--- src/frp_defines.svh ---
// Timing figures and reset values for the fault response and power mode block.
// Assumes a single 125 MHz reference clock; times are given in microseconds.
`ifndef FRP_DEFINES_SVH
`define FRP_DEFINES_SVH

// ==========================================================================
// Clock
`define FRP_CLK_MHZ      125

// ==========================================================================
// Timing figures in microseconds
`define FRP_T_RST_US     20
`define FRP_T_SLEEP_US   100
`define FRP_T_WAKE_US    1000
`define FRP_T_RETRY_US   4000

// ==========================================================================
// Derived cycle counts; each is the time in microseconds times FRP_CLK_MHZ
`define FRP_RST_CYC      (`FRP_T_RST_US * `FRP_CLK_MHZ)
`define FRP_SLEEP_CYC    (`FRP_T_SLEEP_US * `FRP_CLK_MHZ)
`define FRP_WAKE_CYC     (`FRP_T_WAKE_US * `FRP_CLK_MHZ)
`define FRP_RETRY_CYC    (`FRP_T_RETRY_US * `FRP_CLK_MHZ)

// ==========================================================================
// Response select codes and reset values
`define FRP_OCR_LATCH    2'h0
`define FRP_OCR_RETRY    2'h1
`define FRP_OCR_REPORT   2'h2
`define FRP_OCR_OFF      2'h3
`define FRP_CNT_W        24
`define FRP_PIN_RST      9'h000

`endif

--- src/frp_pkg.sv ---
// Types shared by the fault response and power mode block.
// Assumes frp_defines.svh supplies widths.
`include "frp_defines.svh"

package frp_pkg;

    // ======================================================================
    // Power modes
    typedef enum logic [1:0] {
        FRP_SLEEP,
        FRP_WAKING,
        FRP_ACTIVE
    } frp_mode_e;

    typedef logic [`FRP_CNT_W-1:0] frp_cnt_t;

endpackage

--- src/frp_pin_sync.sv ---
// Three-stage pin synchroniser with agreement filter.
// Assumes inputs are asynchronous to ref_clk.
`timescale 1ns/1ns

module frp_pin_sync #(
    parameter int W = 9
) (
    input  wire logic         ref_clk,
    input  wire logic         rst,
    input  wire logic [W-1:0] pin_in,
    output logic      [W-1:0] pin_out
);

    typedef struct packed {
        logic [W-1:0] s1;
        logic [W-1:0] s2;
        logic [W-1:0] s3;
        logic [W-1:0] val;
    } frp_sync_s;

    frp_sync_s st_q;
    frp_sync_s st_d;

    // ======================================================================
    // A level counts only once stages two and three agree.
    always_comb begin
        st_d     = st_q;
        st_d.s1  = pin_in;
        st_d.s2  = st_q.s1;
        st_d.s3  = st_q.s2;
        st_d.val = (~(st_q.s2 ^ st_q.s3) & st_q.s2) | ((st_q.s2 ^ st_q.s3) & st_q.val);
    end

    always_ff @(posedge ref_clk) begin
        if (rst) begin
            st_q <= '0;
        end else begin
            st_q <= st_d;
        end
    end

    assign pin_out = st_q.val;

endmodule // frp_pin_sync

--- src/frp_enable_pulse.sv ---
// Classifies low periods of the enable pin as reset pulse or sleep request.
// Assumes en_s is already synchronised to ref_clk.
`timescale 1ns/1ns

module frp_enable_pulse
    import frp_pkg::*;
#(
    parameter int unsigned RST_CYC   = 2500,
    parameter int unsigned SLEEP_CYC = 12500
) (
    input  wire logic ref_clk,
    input  wire logic rst,
    input  wire logic en_s,
    output logic      reset_pulse,
    output logic      sleep_go
);

    typedef struct packed {
        logic     en_prev;
        logic     commit;
        frp_cnt_t cnt;
        logic     rst_p;
        logic     sleep;
    } frp_enp_s;

    frp_enp_s st_q;
    frp_enp_s st_d;

    // ======================================================================
    // Once a low period outlasts the reset window the shutdown is committed,
    // even if the pin returns high before the sleep delay is over.
    always_comb begin
        st_d         = st_q;
        st_d.en_prev = en_s;
        st_d.rst_p   = 1'b0;
        if (!en_s || st_q.commit) begin
            if (st_q.cnt != '1) begin
                st_d.cnt = st_q.cnt + 1'b1;
            end
        end else begin
            st_d.cnt = '0;
        end
        if (!en_s && st_q.cnt >= frp_cnt_t'(RST_CYC)) begin
            st_d.commit = 1'b1;
        end
        if (en_s && !st_q.en_prev && !st_q.commit && !st_q.sleep) begin
            st_d.rst_p = 1'b1;
        end
        if (st_q.commit && st_q.cnt >= frp_cnt_t'(SLEEP_CYC)) begin
            st_d.sleep  = 1'b1;
            st_d.commit = 1'b0;
            st_d.cnt    = '0;
        end else if (en_s) begin
            st_d.sleep = 1'b0;
        end
    end

    always_ff @(posedge ref_clk) begin
        if (rst) begin
            st_q <= '0;
        end else begin
            st_q <= st_d;
        end
    end

    assign reset_pulse = st_q.rst_p;
    assign sleep_go    = st_q.sleep;

endmodule // frp_enable_pulse

--- src/frp_fault_ctl.sv ---
// Fault response and power mode control of a three-phase gate driver.
// Assumes comparator and enable inputs are asynchronous pins and that the
// configuration bits come from register logic on ref_clk.
`timescale 1ns/1ns
`include "frp_defines.svh"

module frp_fault_ctl
#(
    parameter int unsigned RST_CYC   = `FRP_RST_CYC,
    parameter int unsigned SLEEP_CYC = `FRP_SLEEP_CYC,
    parameter int unsigned WAKE_CYC  = `FRP_WAKE_CYC,
    parameter int unsigned RETRY_CYC = `FRP_RETRY_CYC
) (
    input  wire logic       ref_clk,
    input  wire logic       rst,
    input  wire logic       enable_pin,
    input  wire logic       die_over_warn,
    input  wire logic       thermal_shutdown_event,
    input  wire logic       motor_supply_undervoltage,
    input  wire logic       drain_sense_undervoltage,
    input  wire logic       charge_pump_undervoltage,
    input  wire logic       low_side_reg_undervoltage,
    input  wire logic       shunt_overcurrent,
    input  wire logic       drain_source_overcurrent,
    input  wire logic       gate_stuck,
    input  wire logic [2:0] pwm_high,
    input  wire logic [2:0] pwm_low,
    input  wire logic       warn_report_enable,
    input  wire logic [1:0] overcurrent_response_select,
    input  wire logic       sense_overcurrent_disable,
    input  wire logic       gate_drive_fault_disable,
    input  wire logic       gate_supply_uv_disable,
    input  wire logic       clear_faults_bit,
    output logic            fault_out_n,
    output logic            global_fault_flag,
    output logic            over_temp_warning_flag,
    output logic            thermal_shutdown_flag,
    output logic            shunt_oc_flag,
    output logic            drain_oc_flag,
    output logic            gate_drive_fault,
    output logic            undervoltage_flag,
    output logic [2:0]      high_gate_out,
    output logic [2:0]      low_gate_out,
    output logic            gate_pull_off,
    output logic            charge_pump_enable,
    output logic            regulators_enable,
    output logic            sense_amp_enable,
    output logic            reg_port_enable,
    output logic            config_defaults,
    output logic            ready_for_inputs
);
    import frp_pkg::*;

    // ======================================================================
    // Synchronised pins
    logic [8:0] pins_s;
    logic       en_s;
    logic       warn_s;
    logic       tsd_s;
    logic       motor_supply_undervoltage_s;
    logic       drain_sense_undervoltage_s;
    logic       cp_uv_s;
    logic       low_side_reg_undervoltage_s;
    logic       sen_oc_s;
    logic       vds_oc_s;
    logic       stuck_s;
    logic       rst_pulse;
    logic       sleep_go;

    frp_pin_sync #(
        .W (9)
    ) u_sync (
        .ref_clk (ref_clk),
        .rst     (rst),
        .pin_in  ({enable_pin, die_over_warn, thermal_shutdown_event,
                   motor_supply_undervoltage, drain_sense_undervoltage,
                   charge_pump_undervoltage, low_side_reg_undervoltage,
                   shunt_overcurrent, drain_source_overcurrent}),
        .pin_out (pins_s)
    );

    assign {en_s, warn_s, tsd_s, motor_supply_undervoltage_s, drain_sense_undervoltage_s, cp_uv_s, low_side_reg_undervoltage_s,
            sen_oc_s, vds_oc_s} = pins_s;

    // The stuck-gate monitor is timed by the drive logic on this clock.
    assign stuck_s = gate_stuck;

    frp_enable_pulse #(
        .RST_CYC   (RST_CYC),
        .SLEEP_CYC (SLEEP_CYC)
    ) u_enp (
        .ref_clk     (ref_clk),
        .rst         (rst),
        .en_s        (en_s),
        .reset_pulse (rst_pulse),
        .sleep_go    (sleep_go)
    );

    // ======================================================================
    // State
    typedef struct packed {
        frp_mode_e  mode;
        frp_cnt_t   cnt;
        logic       tsd_flag;
        logic       sen_flag;
        logic       vds_flag;
        logic       gdf_flag;
        logic       oc_shut;
        logic       retry_run;
        logic       fault_n;
        logic       glob;
        logic       warn;
        logic       uv;
        logic [2:0] gh;
        logic [2:0] gl;
        logic       pull_off;
        logic       cp_en;
        logic       reg_en;
        logic       sa_en;
        logic       port_en;
        logic       defaults;
        logic       ready;
    } frp_state_s;

    frp_state_s st_q;
    frp_state_s st_d;

    logic clr;
    logic uv_now;
    logic sen_hit;
    logic vds_hit;
    logic oc_hit;
    logic gdf_hit;
    logic warn_rep;
    logic drive_ok;

    always_comb begin
        st_d = st_q;
        // Both clear sources are folded together; the pulse touches flags only.
        clr      = clear_faults_bit | rst_pulse;
        uv_now   = motor_supply_undervoltage_s | drain_sense_undervoltage_s
                 | (!gate_supply_uv_disable & (cp_uv_s | low_side_reg_undervoltage_s));
        sen_hit  = sen_oc_s && !sense_overcurrent_disable
                 && overcurrent_response_select != `FRP_OCR_OFF;
        vds_hit  = vds_oc_s && overcurrent_response_select != `FRP_OCR_OFF;
        oc_hit   = sen_hit | vds_hit;
        gdf_hit  = stuck_s & !gate_drive_fault_disable;
        warn_rep = warn_s & warn_report_enable;

        // Clears apply only once the condition is gone, and a new event wins.
        if (clr && !tsd_s) begin
            st_d.tsd_flag = 1'b0;
        end
        if (tsd_s) begin
            st_d.tsd_flag = 1'b1;
        end
        if (clr && !gdf_hit) begin
            st_d.gdf_flag = 1'b0;
        end
        if (gdf_hit) begin
            st_d.gdf_flag = 1'b1;
        end

        if (clr && !oc_hit && overcurrent_response_select != `FRP_OCR_RETRY) begin
            st_d.sen_flag = 1'b0;
            st_d.vds_flag = 1'b0;
            st_d.oc_shut  = 1'b0;
        end
        if (st_q.retry_run) begin
            if (st_q.cnt >= frp_cnt_t'(RETRY_CYC)) begin
                st_d.retry_run = 1'b0;
                st_d.oc_shut   = 1'b0;
                st_d.sen_flag  = 1'b0;
                st_d.vds_flag  = 1'b0;
            end else begin
                st_d.cnt = st_q.cnt + 1'b1;
            end
        end
        if (oc_hit) begin
            st_d.sen_flag = st_q.sen_flag | sen_hit;
            st_d.vds_flag = st_q.vds_flag | vds_hit;
            unique case (overcurrent_response_select)
                `FRP_OCR_LATCH: begin
                    st_d.oc_shut = 1'b1;
                end
                `FRP_OCR_RETRY: begin
                    st_d.oc_shut   = 1'b1;
                    st_d.retry_run = 1'b1;
                    st_d.cnt       = '0;
                end
                `FRP_OCR_REPORT: begin
                    st_d.oc_shut = st_q.oc_shut;
                end
                `FRP_OCR_OFF: begin
                    st_d.oc_shut = st_q.oc_shut;
                end
            endcase
        end

        // Power modes; the wake counter shares cnt with the retry timer, and both can run while waking.
        unique case (st_q.mode)
            FRP_SLEEP: begin
                if (en_s) begin
                    st_d.mode = FRP_WAKING;
                    st_d.cnt  = '0;
                end
            end
            FRP_WAKING: begin
                if (sleep_go) begin
                    st_d.mode = FRP_SLEEP;
                end else if (st_q.cnt >= frp_cnt_t'(WAKE_CYC)) begin
                    st_d.mode = FRP_ACTIVE;
                end else begin
                    st_d.cnt = st_q.cnt + 1'b1;
                end
            end
            FRP_ACTIVE: begin
                if (sleep_go) begin
                    st_d.mode = FRP_SLEEP;
                end
            end
        endcase

        // Sleep wipes every latched flag back to its default.
        if (st_d.mode == FRP_SLEEP) begin
            st_d.tsd_flag  = 1'b0;
            st_d.sen_flag  = 1'b0;
            st_d.vds_flag  = 1'b0;
            st_d.gdf_flag  = 1'b0;
            st_d.oc_shut   = 1'b0;
            st_d.retry_run = 1'b0;
        end

        // A latched overcurrent or gate-drive fault only stops the bridge; supplies stay up.
        drive_ok = st_q.mode == FRP_ACTIVE && !uv_now && !tsd_s
                 && !st_q.oc_shut && !st_q.gdf_flag;

        st_d.warn     = warn_s;
        st_d.uv       = uv_now;
        st_d.fault_n  = !(uv_now || tsd_s || warn_rep || st_q.sen_flag
                        || st_q.vds_flag || st_q.gdf_flag);
        st_d.glob     = warn_rep || st_q.tsd_flag || st_q.sen_flag
                      || st_q.vds_flag || st_q.gdf_flag || uv_now;
        st_d.gh       = drive_ok ? pwm_high : 3'h0;
        st_d.gl       = drive_ok ? pwm_low : 3'h0;
        st_d.pull_off = st_q.mode == FRP_SLEEP || motor_supply_undervoltage_s || !drive_ok;
        st_d.cp_en    = st_q.mode != FRP_SLEEP && !motor_supply_undervoltage_s && !tsd_s;
        st_d.reg_en   = st_q.mode != FRP_SLEEP && !motor_supply_undervoltage_s;
        st_d.sa_en    = st_q.mode != FRP_SLEEP;
        st_d.port_en  = st_q.mode != FRP_SLEEP && !motor_supply_undervoltage_s;
        st_d.defaults = st_q.mode == FRP_SLEEP;
        st_d.ready    = st_q.mode == FRP_ACTIVE;
    end

    // ======================================================================
    // Reset leaves the device asleep with gates pulled off.
    always_ff @(posedge ref_clk) begin
        if (rst) begin
            st_q          <= '0;
            st_q.mode     <= FRP_SLEEP;
            st_q.fault_n  <= 1'b1;
            st_q.pull_off <= 1'b1;
            st_q.defaults <= 1'b1;
        end else begin
            st_q <= st_d;
        end
    end

    // ======================================================================
    // Outputs
    assign fault_out_n            = st_q.fault_n;
    assign global_fault_flag      = st_q.glob;
    assign over_temp_warning_flag = st_q.warn;
    assign thermal_shutdown_flag  = st_q.tsd_flag;
    assign shunt_oc_flag          = st_q.sen_flag;
    assign drain_oc_flag          = st_q.vds_flag;
    assign gate_drive_fault       = st_q.gdf_flag;
    assign undervoltage_flag      = st_q.uv;
    assign high_gate_out          = st_q.gh;
    assign low_gate_out           = st_q.gl;
    assign gate_pull_off          = st_q.pull_off;
    assign charge_pump_enable     = st_q.cp_en;
    assign regulators_enable      = st_q.reg_en;
    assign sense_amp_enable       = st_q.sa_en;
    assign reg_port_enable        = st_q.port_en;
    assign config_defaults        = st_q.defaults;
    assign ready_for_inputs       = st_q.ready;

endmodule // frp_fault_ctl

--- config.mk ---
export PLATFORM = sky130hd
export DESIGN_NAME = frp_fault_ctl
export DESIGN_NICKNAME = d
export VERILOG_FILES = /design/src/frp_pkg.sv /design/src/frp_pin_sync.sv /design/src/frp_enable_pulse.sv /design/src/frp_fault_ctl.sv
export VERILOG_INCLUDE_DIRS = /design/src
export SDC_FILE = /design/constraint.sdc
export NUM_CORES = 1
export LEC_CHECK = 0
export BUFFER_PORTS_ARGS = -buffer_cell sky130_fd_sc_hd__clkbuf_2
export CAP_MARGIN = 10
export CORE_ASPECT_RATIO = 0.6
export CORE_MARGIN = 2
export CORE_UTILIZATION = 61
export CTS_BUF_LIST = sky130_fd_sc_hd__clkbuf_8
export DETAILED_ROUTE_END_ITERATION = 7
export PLACE_DENSITY_LB_ADDON = 0.08
export SLEW_MARGIN = 10
export SYNTH_ARGS = -nofsm -noshare
export SYNTH_HDL_FRONTEND = slang
export SYNTH_SLANG_ARGS = --single-unit
--- constraint.sdc ---
create_clock -name ref_clk -period 2.8 [get_ports ref_clk]
set_input_delay 0.84 -clock ref_clk [delete_from_list [all_inputs] [get_ports ref_clk]]
set_output_delay 0.84 -clock ref_clk [all_outputs]
set_load 0.005 [all_outputs]
# After elaboration in Yosys (flattened, before gate mapping)
# Index checks and enable logic that the tools add are counted.
# word_totals
regBits	112
input_bits	25
out_inout_bits	21
word_cells	150
# op_classes
add_sub_neg	2
n_lt_le_gt_ge	4
eq_ne	9
mux	29
bitwise_logic	17
reduce_logical	60
# op_table
op	count
24-bit two-way mux	6
24-bit by 1-bit adder with 24-bit output, second input constant	2
24-bit case mux with 2 select lines	1
26-bit two-way mux	1
24-bit by 12-bit greater-or-equal comparator with 1-bit output, second input constant	1
24-bit by 14-bit greater-or-equal comparator with 1-bit output, second input constant	1
24-bit by 17-bit greater-or-equal comparator with 1-bit output, second input constant	1
24-bit by 19-bit greater-or-equal comparator with 1-bit output, second input constant	1
24-bit inequality test, second input constant	1
2-bit two-way mux	10
9-bit bitwise AND	2
1-bit logical AND	18
1-bit logical NOT	16
1-bit logical OR	13
1-bit two-way mux	10
2-bit OR reduction	5
9-bit inverter	1
9-bit bitwise OR	1
9-bit XOR	1
2-bit nonzero test	4
1-bit bitwise OR	7
2-bit equality test, second input constant	3
2-bit logical NOT	3
2-bit case mux with 3 select lines	1
other kinds (6)	11

# Depth between registers and ports, before layout
# Gate-level depths: netlist (run 1).
# depth
ltp_word	12
depth_mapped	8

# By module
# A second synthesis (run 1) with hierarchy kept.
# hier_totals
hier_cells	537
area_unflattened_um2	4956.0
# by_module_without_submodules
mod	instances	cells_each	area_per_inst_um2	seq_area_each_um2
frp_fault_ctl	1	256	2307.2	960.9
frp_enable_pulse	1	179	1519.0	560.5
frp_pin_sync	1	102	1129.8	720.7

# Worst setup path before layout (run 1)
# Ideal clock, no wire load.
# synth_timing
path_type	input-to-reg
start	in rst
end	reg st_q (netlist bit global_fault_flag)
arrival_ns	2.017
t_required_ns	2.672
setup_slack_ns	0.656
stages	5
path_buffers	4
cell_sequence	clkbuf_1 > clkbuf_1 > clkbuf_1 > clkbuf_1 > nor2_1
# synth_rtl
item	line_no	source
start, declared	frp_fault_ctl.sv:15	input wire logic rst,
end signal, assigned	frp_fault_ctl.sv:265	st_q <= st_d;
end, declared	frp_fault_ctl.sv:125	frp_state_s st_q;
# No word-level cell between the ends.

# Final worst setup path (run 1)
# layout_timing
start	reg st_q[28] (netlist name)
end	reg st_q[36] (netlist name)
# layout_via
elab_chain_cells	8
# layout_rtl
item	line_no	source
24-bit by 1-bit adder with 24-bit output / 24-bit by 19-bit greater-or-equal comparator with 1-bit output (equally long branches)	frp_fault_ctl.sv:176, frp_fault_ctl.sv:214, frp_fault_ctl.sv:170	
24-bit two-way mux	frp_fault_ctl.sv:170	if (st_q.cnt >= frp_cnt_t'(RETRY_CYC)) begin
24-bit two-way mux	frp_fault_ctl.sv:169	if (st_q.retry_run) begin
24-bit two-way mux	frp_fault_ctl.sv:182	unique case (overcurrent_response_select)
24-bit two-way mux	frp_fault_ctl.sv:179	if (oc_hit) begin
24-bit two-way mux	frp_fault_ctl.sv:211	end else if (st_q.cnt >= frp_cnt_t'(WAKE_CYC)) begin
24-bit two-way mux	frp_fault_ctl.sv:209	if (sleep_go) begin
24-bit case mux with 2 select lines *	frp_fault_ctl.sv:201	unique case (st_q.mode)
# Mark *: on every way between the ends. The rest lies on a longest branch, timed or not.
# A chain may end at the register's enable or synchronous reset.

==> metrics, run 1 <==
Worst setup endpoint=st_q[36]$_SDFF_PP0_; first-pass GRT wire length=roughly 15 mm; synthesized area=0.004543 mm^2; Seq cells post-synth=between 100 and 150; 1st-iter DRT viols=between 200 and 300; flop2flop setup slack=0.50 ns; WL per Instance=between 10 and 15 um; Longest Clk Path Bufs=2; total core area=0.007237 mm^2; ys flop type=dfxtp_1; final worst path period need=2.301 ns; setup bufs post-CTS=0; CTS sink cnt=112; root buffer cell=clkbuf_8; global-route usage over all layers=0.2319; f_max=434.5 MHz; status=completed; Finish-stage setup viols=0; R2R cell count=7; final setup TNS=0 ns; Power Dens Cells=520.2 mW/mm^2; warnings from Yosys=0; crit path launch type=flip-flop; Worst Path Required=3.08 ns; Cells after Synth=about 500; sequential cell area=0.002242 mm^2; clk_lat worst skew=between 0.3 and 0.4 ns; final worst path period share=0.8219; CTS buffer count=9; Die W=115.4 um; Syn-to-layout area delta=10.02%; starting density of the core=0.6278; r2r endpoint=st_q[36]$_SDFF_PP0_; critical path peak fanout=9; dpl hpwl=6.382 mm; grt ovf=0; Mean Syn Cell Area=8.856 um^2; post-synth net total=roughly 550; final hold violations=0; nets@finish=584; Crit-path slowest cell=or4_4; Post-CTS Resized=0; io pins=46; Pwr Total=2.600 mW; multi-input logic area=0.002112 mm^2; hold path start=u_enp.st_q[27]$_SDFF_PP0_; Row Count=24; Setup CP Type=flip-flop to flip-flop; register area share after synthesis=0.4935; Die ar.=0.008177 mm^2; Worst Setup SP=st_q[28]$_SDFF_PP0_; CTS H-Tree Depth=3; Worst Skew=between 0.008 and 0.009 ns; Setup crit end kind=flip-flop; RePlAce Congestion=just under 0.9; Relative slew margins=0.5479; Post-synth EDFFs=0; CTS Hold Buffers Added=0; antenna violation net count after detailed routing=0; crit-path cells=o31ai_4 > a311oi_1 > buf_4 > or4_4 > a21o_1 > buf_4 > a311oi_1; vias per inst=5.486; max-cap viol count=0; Peak VDD IR=~0.35 mV; largest net degree at the start of global routing=37; initial antenna violation count=0; drt first pass iters=6; Yosys cell types=53; Clock transition at path regs=0.10 ns; DRC=0; vias in the first global route=~3200; count of pins over their slew limit=0; P_leak=1.880 nW; Die H=between 70 and 80 um; # diodes=0; unrepaired setup endpoints after global routing=false; CTS tree=built; Critical Path Max Stage Delay=0.45 ns; port bufs=45; RR Startpoint=st_q[28]$_SDFF_PP0_; min-delay worst type=flip-flop to flip-flop; fillcell total=594; Routed WL=8.811 mm; share of layout cells above drive strength 1=0.1349; asr flop ratio synth=0; Critical Path AT=2.58 ns; routed via count=3621; worst slew pin tran=0.6697 ns
[layout by cell type (no fill, tap or decap), types with 8 or more instances in the layout]
cell / synthesis / routed
nand3_1: 12 / 12
inv_1: 17 / 17
nand2_1: 46 / 46
dfxtp_1: 112 / 112
a21oi_1: 35 / 35
clkbuf_2: 0 / 45
nor2b_1: 34 / 34
and3_1: 10 / 10
and2_1: 9 / 9
nor2_1: 63 / 63
o21ai_0: 28 / 28
xor2_1: 8 / 8
nor3_1: 13 / 13
clkbuf_8: 0 / 11
xnor2_1: 14 / 14
nand4_1: 16 / 16
[per-layer routing]
| metal | vias up | part of all wire | GRT usage |
|---|---|---|---|
| met2 | 103 | 0.40 | 0.3177 |
| met1 | 1666 | 0.52 | 0.3456 |
| met4 | 0 | 0.0099 | 0.07363 |
| met3 | 9 | 0.070 | 0.07541 |
| li1 | 1843 | - | - |
| met5 | - | 0 | 0 |
[area by class of cell]
class / count / share of cell area
Tap cell: 104 / 0.02603
Timing Repair Buffer: 51 / 0.05407
Clock inverter: 4 / 0.005757
Inverter: 17 / 0.01277
Multi-Input combinational cell: 361 / 0.4225
Sequential cell: 112 / 0.4486
Clock buffer: 11 / 0.03029
[power by group]
group          switching (mW)  internal (mW)  total (mW)
registers              0.0161           1.61        1.63
logic                  0.0494         0.0371      0.0865
clock network           0.514          0.369       0.883
[worst min path at each step]
stage | cells after the start | end | slack [ns]
floorplan | 1 | u_enp.reset_pulse$_SDFF_PP0_ | 0.37
global placement | 1 | u_enp.reset_pulse$_SDFF_PP0_ | 0.39
detailed placement | 1 | u_enp.reset_pulse$_SDFF_PP0_ | 0.40
CTS | 1 | u_enp.reset_pulse$_SDFF_PP0_ | 0.42
global route | 1 | u_enp.reset_pulse$_SDFF_PP0_ | 0.43
finish | 1 | u_enp.reset_pulse$_SDFF_PP0_ | 0.42
[cell usage after synthesis, drive strengths merged, types with 2 or more instances]
library cell  count  share of area
nor2             63          0.052
a21oi            35          0.039
a311oi            6          0.012
nor4              5         0.0069
a211o             2         0.0039
buf              12          0.018
clkbuf           11         0.0091
a211oi            4         0.0077
a21o              2         0.0033
nor3             16          0.021
o21bai            2         0.0033
and3             10          0.014
and3b             2         0.0039
o31ai             5          0.011
dfxtp           112           0.49
ha                7          0.019
xnor2            14          0.027
nand2b            2         0.0028
nor3b             7          0.012
nand2            47          0.040
nand3            12          0.013
and2              9          0.012
nor4b             2         0.0039
o21ai            29          0.032
or3               2         0.0028
xor2              8          0.015
nand4            16          0.022
inv              17          0.014
a22oi             2         0.0033
nor2b            34          0.047
and4              3         0.0058
[kinds of logic (layout without fill, tap and decap cells)]
logic type,count (synthesis),count (layout),synth area share
AO/OA/AOI/OAI,97,97,0.1338
XOR/XNOR,22,22,0.04241
adder cells (fa/ha/maj),7,7,0.01928
buffers and inverters,40,83,0.04159
flip-flops,112,112,0.4935
AND/OR/NAND/NOR,235,235,0.2694
[worst max-delay path: cells and delay by family, from the launching register on]
kind | cells | cell delay, ns
buffers and inverters | 2 | 0.39
and+or+nand+nor | 1 | 0.45
DFF | 1 | 0.42
AOI/OAI and AO/OA | 4 | 0.95
[flip-flops by register name, indices dropped and copies added (netlist names), 3 cells and up, named ones only]
register,cells
high_gate_out,3
st_q,28
u_sync.st_q,9
low_gate_out,3
u_sync.st_d,18
u_enp.st_q,26
[per-stage QoR]
| stage | cell area (um^2) | util | setup slack [ns] | cells | hold slack (ns) |
|---|---|---|---|---|---|
| after floorplan | 4543 | - | 0.6557 | 513 | 0.3736 |
| after global placement | 4818 | 0.6658 | 0.5171 | 645 | 0.3878 |
| after detailed placement | 4818 | 0.6658 | 0.3897 | 645 | 0.3971 |
| after CTS | 4999 | 0.6907 | 0.5224 | 660 | 0.4230 |
| after global routing | 4999 | 0.6907 | 0.3530 | 660 | 0.4288 |
| final | 4999 | 0.6907 | 0.4987 | 660 | 0.4196 |
Power figures use the tool's default switching activity.
==> run 2: changes to the inputs <==
==> constraint.sdc (replaced) <==
create_clock -name ref_clk -period 2.2 [get_ports ref_clk]
set_input_delay 0.66 -clock ref_clk [delete_from_list [all_inputs] [get_ports ref_clk]]
set_output_delay 0.66 -clock ref_clk [all_outputs]
set_load 0.005 [all_outputs]
==> metrics, run 2 (synthesis gave the netlist of run 1 again) <==
final worst path period need=2.095 ns; commonest non-fill, non-tap cells in the layout=111 x dfxtp_1, 63 x nor2_1, 46 x nand2_1, 45 x clkbuf_2, 35 x a21oi_1; # diodes=0; Worst Path Buf+Inv=2; min-delay worst type=flip-flop to flip-flop; Critical Path AT=2.40 ns; 1st-iter DRT viols=344; total core area=0.007237 mm^2; Worst Path Required=2.50 ns; Pint=2.710 mW; Die ar.=0.008177 mm^2; Finish-stage setup viols=0; antenna violation net count after detailed routing=0; Design Area, Final=0.005185 mm^2; dpl hpwl=6.745 mm; Power Dens Cells=671.1 mW/mm^2; vias per inst=5.428; Crit-path slowest cell=or4_4; crit-path cells=inv_1 > ha_2 > inv_1 > or4_4 > nand2_4 > or4b_1 > a21oi_1; Reg with most FFs=st_q; Row Count=24; sequential share of power=0.595; RePlAce Congestion=about 0.90; CP top delay family=simple AND/OR/NAND/NOR gates; Syn-to-layout area delta=14.13%; Hold Slack=around 0.41 ns; Setup CP Type=flip-flop to flip-flop; drt first pass iters=5; status=completed; CTS buffer count=9; Setup crit end kind=flip-flop; clock share of power=0.368; io pins=between 40 and 50; WL per Instance=13.74 um; clk_lat worst skew=0.37 ns; share of layout cells above drive strength 1=0.1710; global-route usage over all layers=0.2417; port bufs=between 40 and 50; count of pins over their slew limit=0; switching share of total power=0.2211; flop2flop setup slack=about 0.10 ns; starting density of the core=0.6278; Longest Clk Path Bufs=2; largest net degree at the start of global routing=35; worst slew pin tran=between 0.4 and 0.5 ns; combinational group share of total power=0.037; P_leak=2.008 nW; Critical Path Max Stage Delay=0.55 ns; Relative slew margins=0.6759; fillcell total=554; Die W=115.4 um; Peak VDD IR=0.4055 mV; vias in the first global route=3333; crit path launch type=flip-flop; area post-placement=0.004938 mm^2; unrepaired setup endpoints after global routing=false; max reg flops=28; Routed WL=~9.3 mm; CTS tree=built; most frequent CP cell=inv_1; nets@finish=600; DRC=0; Clock transition at path regs=around 0.1 ns; Die H=70.85 um; CTS H-Tree Depth=3; Sw Pwr=0.7695 mW; max-cap viol count=0; routed via count=3675; commonest non-fill, non-tap cell in the layout=dfxtp_1; final worst path period share=0.9524; critical path peak fanout=4; root buffer cell=clkbuf_8; grt ovf=0; f_max=477.3 MHz; final setup TNS=0 ns; final hold violations=0; initial antenna violation count=0; final core occ=0.7165; CTS sink cnt=112; Worst Skew=0.009210 ns; first-pass GRT wire length=15.76 mm
## run 2: timing repair
| item | CTS | global route |
|---|---|---|
| setup buffers | 0 | 0 |
| hold buffers | 0 | 0 |
| gates resized for setup | 1 | 8 |
| endpoints found under the setup margin | 4 | 16 |
## run 2: per-stage QoR
stage | total power, mW | cells | setup WS (ns)
final | 3.480 | 677 | 0.1047
after global placement | 2.240 | 661 | 0.1691
after global routing | 3.605 | 677 | 0.007429
after detailed placement | 2.244 | 661 | -0.01773
after floorplan | 2.190 | 513 | 0.2221
after CTS | 3.510 | 677 | 0.08437
## run 2: metal layers
metal,GRT usage,up-vias,routed length [um]
met5,0,-,0
met4,0.07095,0,80
met3,0.06170,7,703
met2,0.3353,123,3741
met1,0.3699,1670,4777
li1,-,1875,-
## run 2: power groups by stage
| stage | combinational, mW | sequential [mW] | clock, mW |
|---|---|---|---|
| 4_1_cts | 0.127 | 2.07 | 1.31 |
| 5_1_grt | 0.144 | 2.08 | 1.38 |
| 6_report | 0.128 | 2.07 | 1.28 |
| 3_5_place_dp | 0.126 | 2.12 | 0 |
| 3_3_place_gp | 0.123 | 2.12 | 0 |
| 2_1_floorplan | 0.0774 | 2.11 | 0 |
## run 2: layout make-up
cell class	count	area [um^2]	share of cell area
timing repair buffer	67	390.4	0.07529
sequential	112	2243	0.4327
multi-input combinational	361	2145	0.4136
tap	104	130.1	0.02510
clock inverter	5	61.31	0.01182
inverter	17	63.81	0.01231
clock buffer	11	151.4	0.02920
## run 2: path summary, 6_finish.rpt
| check | from | to | cells past startpoint |
|---|---|---|---|
| hold / removal | u_enp.st_q[27]$_SDFF_PP0_ | u_enp.reset_pulse$_SDFF_PP0_ | 1 |
| setup / recovery | st_q[48]$_SDFF_PP0_ | st_q[37]$_SDFF_PP0_ | 7 |
| setup reg to reg | st_q[48]$_SDFF_PP0_ | st_q[37]$_SDFF_PP0_ | 7 |
| hold reg to reg | u_enp.st_q[27]$_SDFF_PP0_ | u_enp.reset_pulse$_SDFF_PP0_ | 1 |
==> run 3: changes to the inputs <==
--- a/config.mk
+++ b/config.mk
@@ -13,6 +13,7 @@
 export CORE_UTILIZATION = 61
 export CTS_BUF_LIST = sky130_fd_sc_hd__clkbuf_8
 export DETAILED_ROUTE_END_ITERATION = 7
+export GPL_TIMING_DRIVEN = 0
 export PLACE_DENSITY_LB_ADDON = 0.08
 export SLEW_MARGIN = 10
 export SYNTH_ARGS = -nofsm -noshare
==> metrics, run 3 (synthesis gave the netlist of run 1 again) <==
Hold Slack=0.4105 ns; share of layout cells above drive strength 1=0.1687; Setup crit end kind=flip-flop; dpl hpwl=6.703 mm; Setup WS pre-CTS=-0.5022 ns; critical path peak fanout=10; Longest Clk Path Bufs=2; final worst path period share=0.9949; Critical Path AT=2.50 ns; max-cap viol count=0; Die H=~71 um; global-route usage over all layers=0.2350; 1st-iter DRT viols=329; multi-input logic area=approximately 0.0022 mm^2; worst slew pin tran=0.6032 ns; Power Dens Cells=roughly 660 mW/mm^2; port bufs=44; sequential share of power=0.603; crit path launch type=flip-flop; area post-placement=0.004893 mm^2; # diodes=0; vias per inst=5.501; final worst path period need=2.189 ns; Die ar.=0.008177 mm^2; count of pins over their slew limit=0; final core occ=0.7178; Finish-stage setup viols=0; combinational group share of total power=0.038; switching share of total power=0.2223; WL per Instance=13.65 um; Relative slew margins=0.5936; drt first pass iters=5; Peak VDD IR=0.3605 mV; CTS Hold Buffers Added=0; io pins=46; min-delay worst type=flip-flop to flip-flop; Pwr Total=3.429 mW; routed via count=between 3000 and 4000; clock share of power=0.359; CTS tree=built; placed cells=~660; Reg with most FFs=st_q; first-pass GRT wire length=14.88 mm; RePlAce Congestion=roughly 0.86; CTS sink cnt=112; unrepaired setup endpoints after global routing=true; non-filler cells in the finished layout=679; Worst Skew=0.007101 ns; commonest non-fill, non-tap cell in the layout=dfxtp_1; largest net degree at the start of global routing=19; starting density of the core=0.6278; sequential cell area=0.002245 mm^2; final hold violations=0; fillcell total=about 550; Worst Path Required=approximately 2.5 ns; Setup CP Type=flip-flop to flip-flop; initial antenna violation count=0; Clock transition at path regs=0.10 ns; vias in the first global route=3151; DRC=0; CTS H-Tree Depth=3; Row Count=24; grt ovf=0; CTS buffer count=9; Syn-to-layout area delta=14.35%; total core area=0.007237 mm^2; Die W=about 120 um; commonest non-fill, non-tap cells in the layout=110 x dfxtp_1, 63 x nor2_1, 46 x nand2_1, 46 x clkbuf_2; Pint=2.666 mW; P_leak=1.995 nW; Design Area, Final=0.005195 mm^2; f_max=roughly 460 MHz; Routed WL=a little over 9 mm; clk_lat worst skew=around 0.37 ns; antenna violation net count after detailed routing=0; max reg flops=28; Sw Pwr=0.7623 mW; root buffer cell=clkbuf_8; nets@finish=~600; status=completed; final setup TNS=0 ns; final worst slack=0.01122 ns
==> run 3: cell types whose count changed in the layout (fill, tap and decap cells not counted), sizes merged <==
cell      previous run  this run
inv                 20        18
clkinv               1         2
clkbuf              56        64
clkinvlp             0         2
buf                 22        15
==> run 3: repair_timing <==
item	CTS	global route
endpoints found under the hold margin	0	0
pin swaps	1	1
buffers inserted	0	4
gates resized for setup	3	16
setup endpoints to repair	23	42
==> run 3: metal layers <==
| layer | up-vias | share of wire | track usage | wire, um |
|---|---|---|---|---|
| met5 | - | 0 | 0 | 0 |
| li1 | 1885 | - | - | - |
| met1 | 1729 | 0.52 | 0.3611 | 4812 |
| met4 | 0 | 0.014 | 0.08568 | 131 |
| met2 | 110 | 0.40 | 0.3119 | 3735 |
| met3 | 11 | 0.064 | 0.06512 | 591 |
==> run 3: area by class of cell <==
cell class              count  area share
plain buffers              21     0.02288
clock buffers              10     0.02649
clock inverters             6     0.01301
inverters                  17     0.01228
multi-input cells         361      0.4200
flip-flops and latches    112      0.4321
well taps                 104     0.02505
repair buffers             48     0.04817
==> run 3: path summary, 6_finish.rpt <==
kind                                  start                           end  slack (ns)  cells past startpoint
setup / recovery        st_q[28]$_SDFF_PP0_           st_q[37]$_SDFF_PP0_        0.01                      7
hold / removal    u_enp.st_q[27]$_SDFF_PP0_  u_enp.reset_pulse$_SDFF_PP0_        0.41                      1
setup reg to reg        st_q[28]$_SDFF_PP0_           st_q[37]$_SDFF_PP0_        0.01                      7
hold reg to reg   u_enp.st_q[27]$_SDFF_PP0_  u_enp.reset_pulse$_SDFF_PP0_        0.41                      1
==> run 3: power by group through the flow <==
stage	combinational [mW]	clock, mW	sequential [mW]
floorplan	0.0774	0	2.11
detailed placement	0.124	0	2.12
global route	0.146	1.34	2.07
CTS	0.126	1.27	2.07
finish	0.129	1.23	2.07
global placement	0.120	0	2.11
==> run 3: worst max-delay path: stages, from the launching register on <==
cell and delay (ns):
dfxtp_1 0.32, buf_6 0.13, o31ai_4 0.27, a311oi_4 0.16
or4_4 0.49, nand2_4 0.16, or4b_1 0.44, a21oi_1 0.15
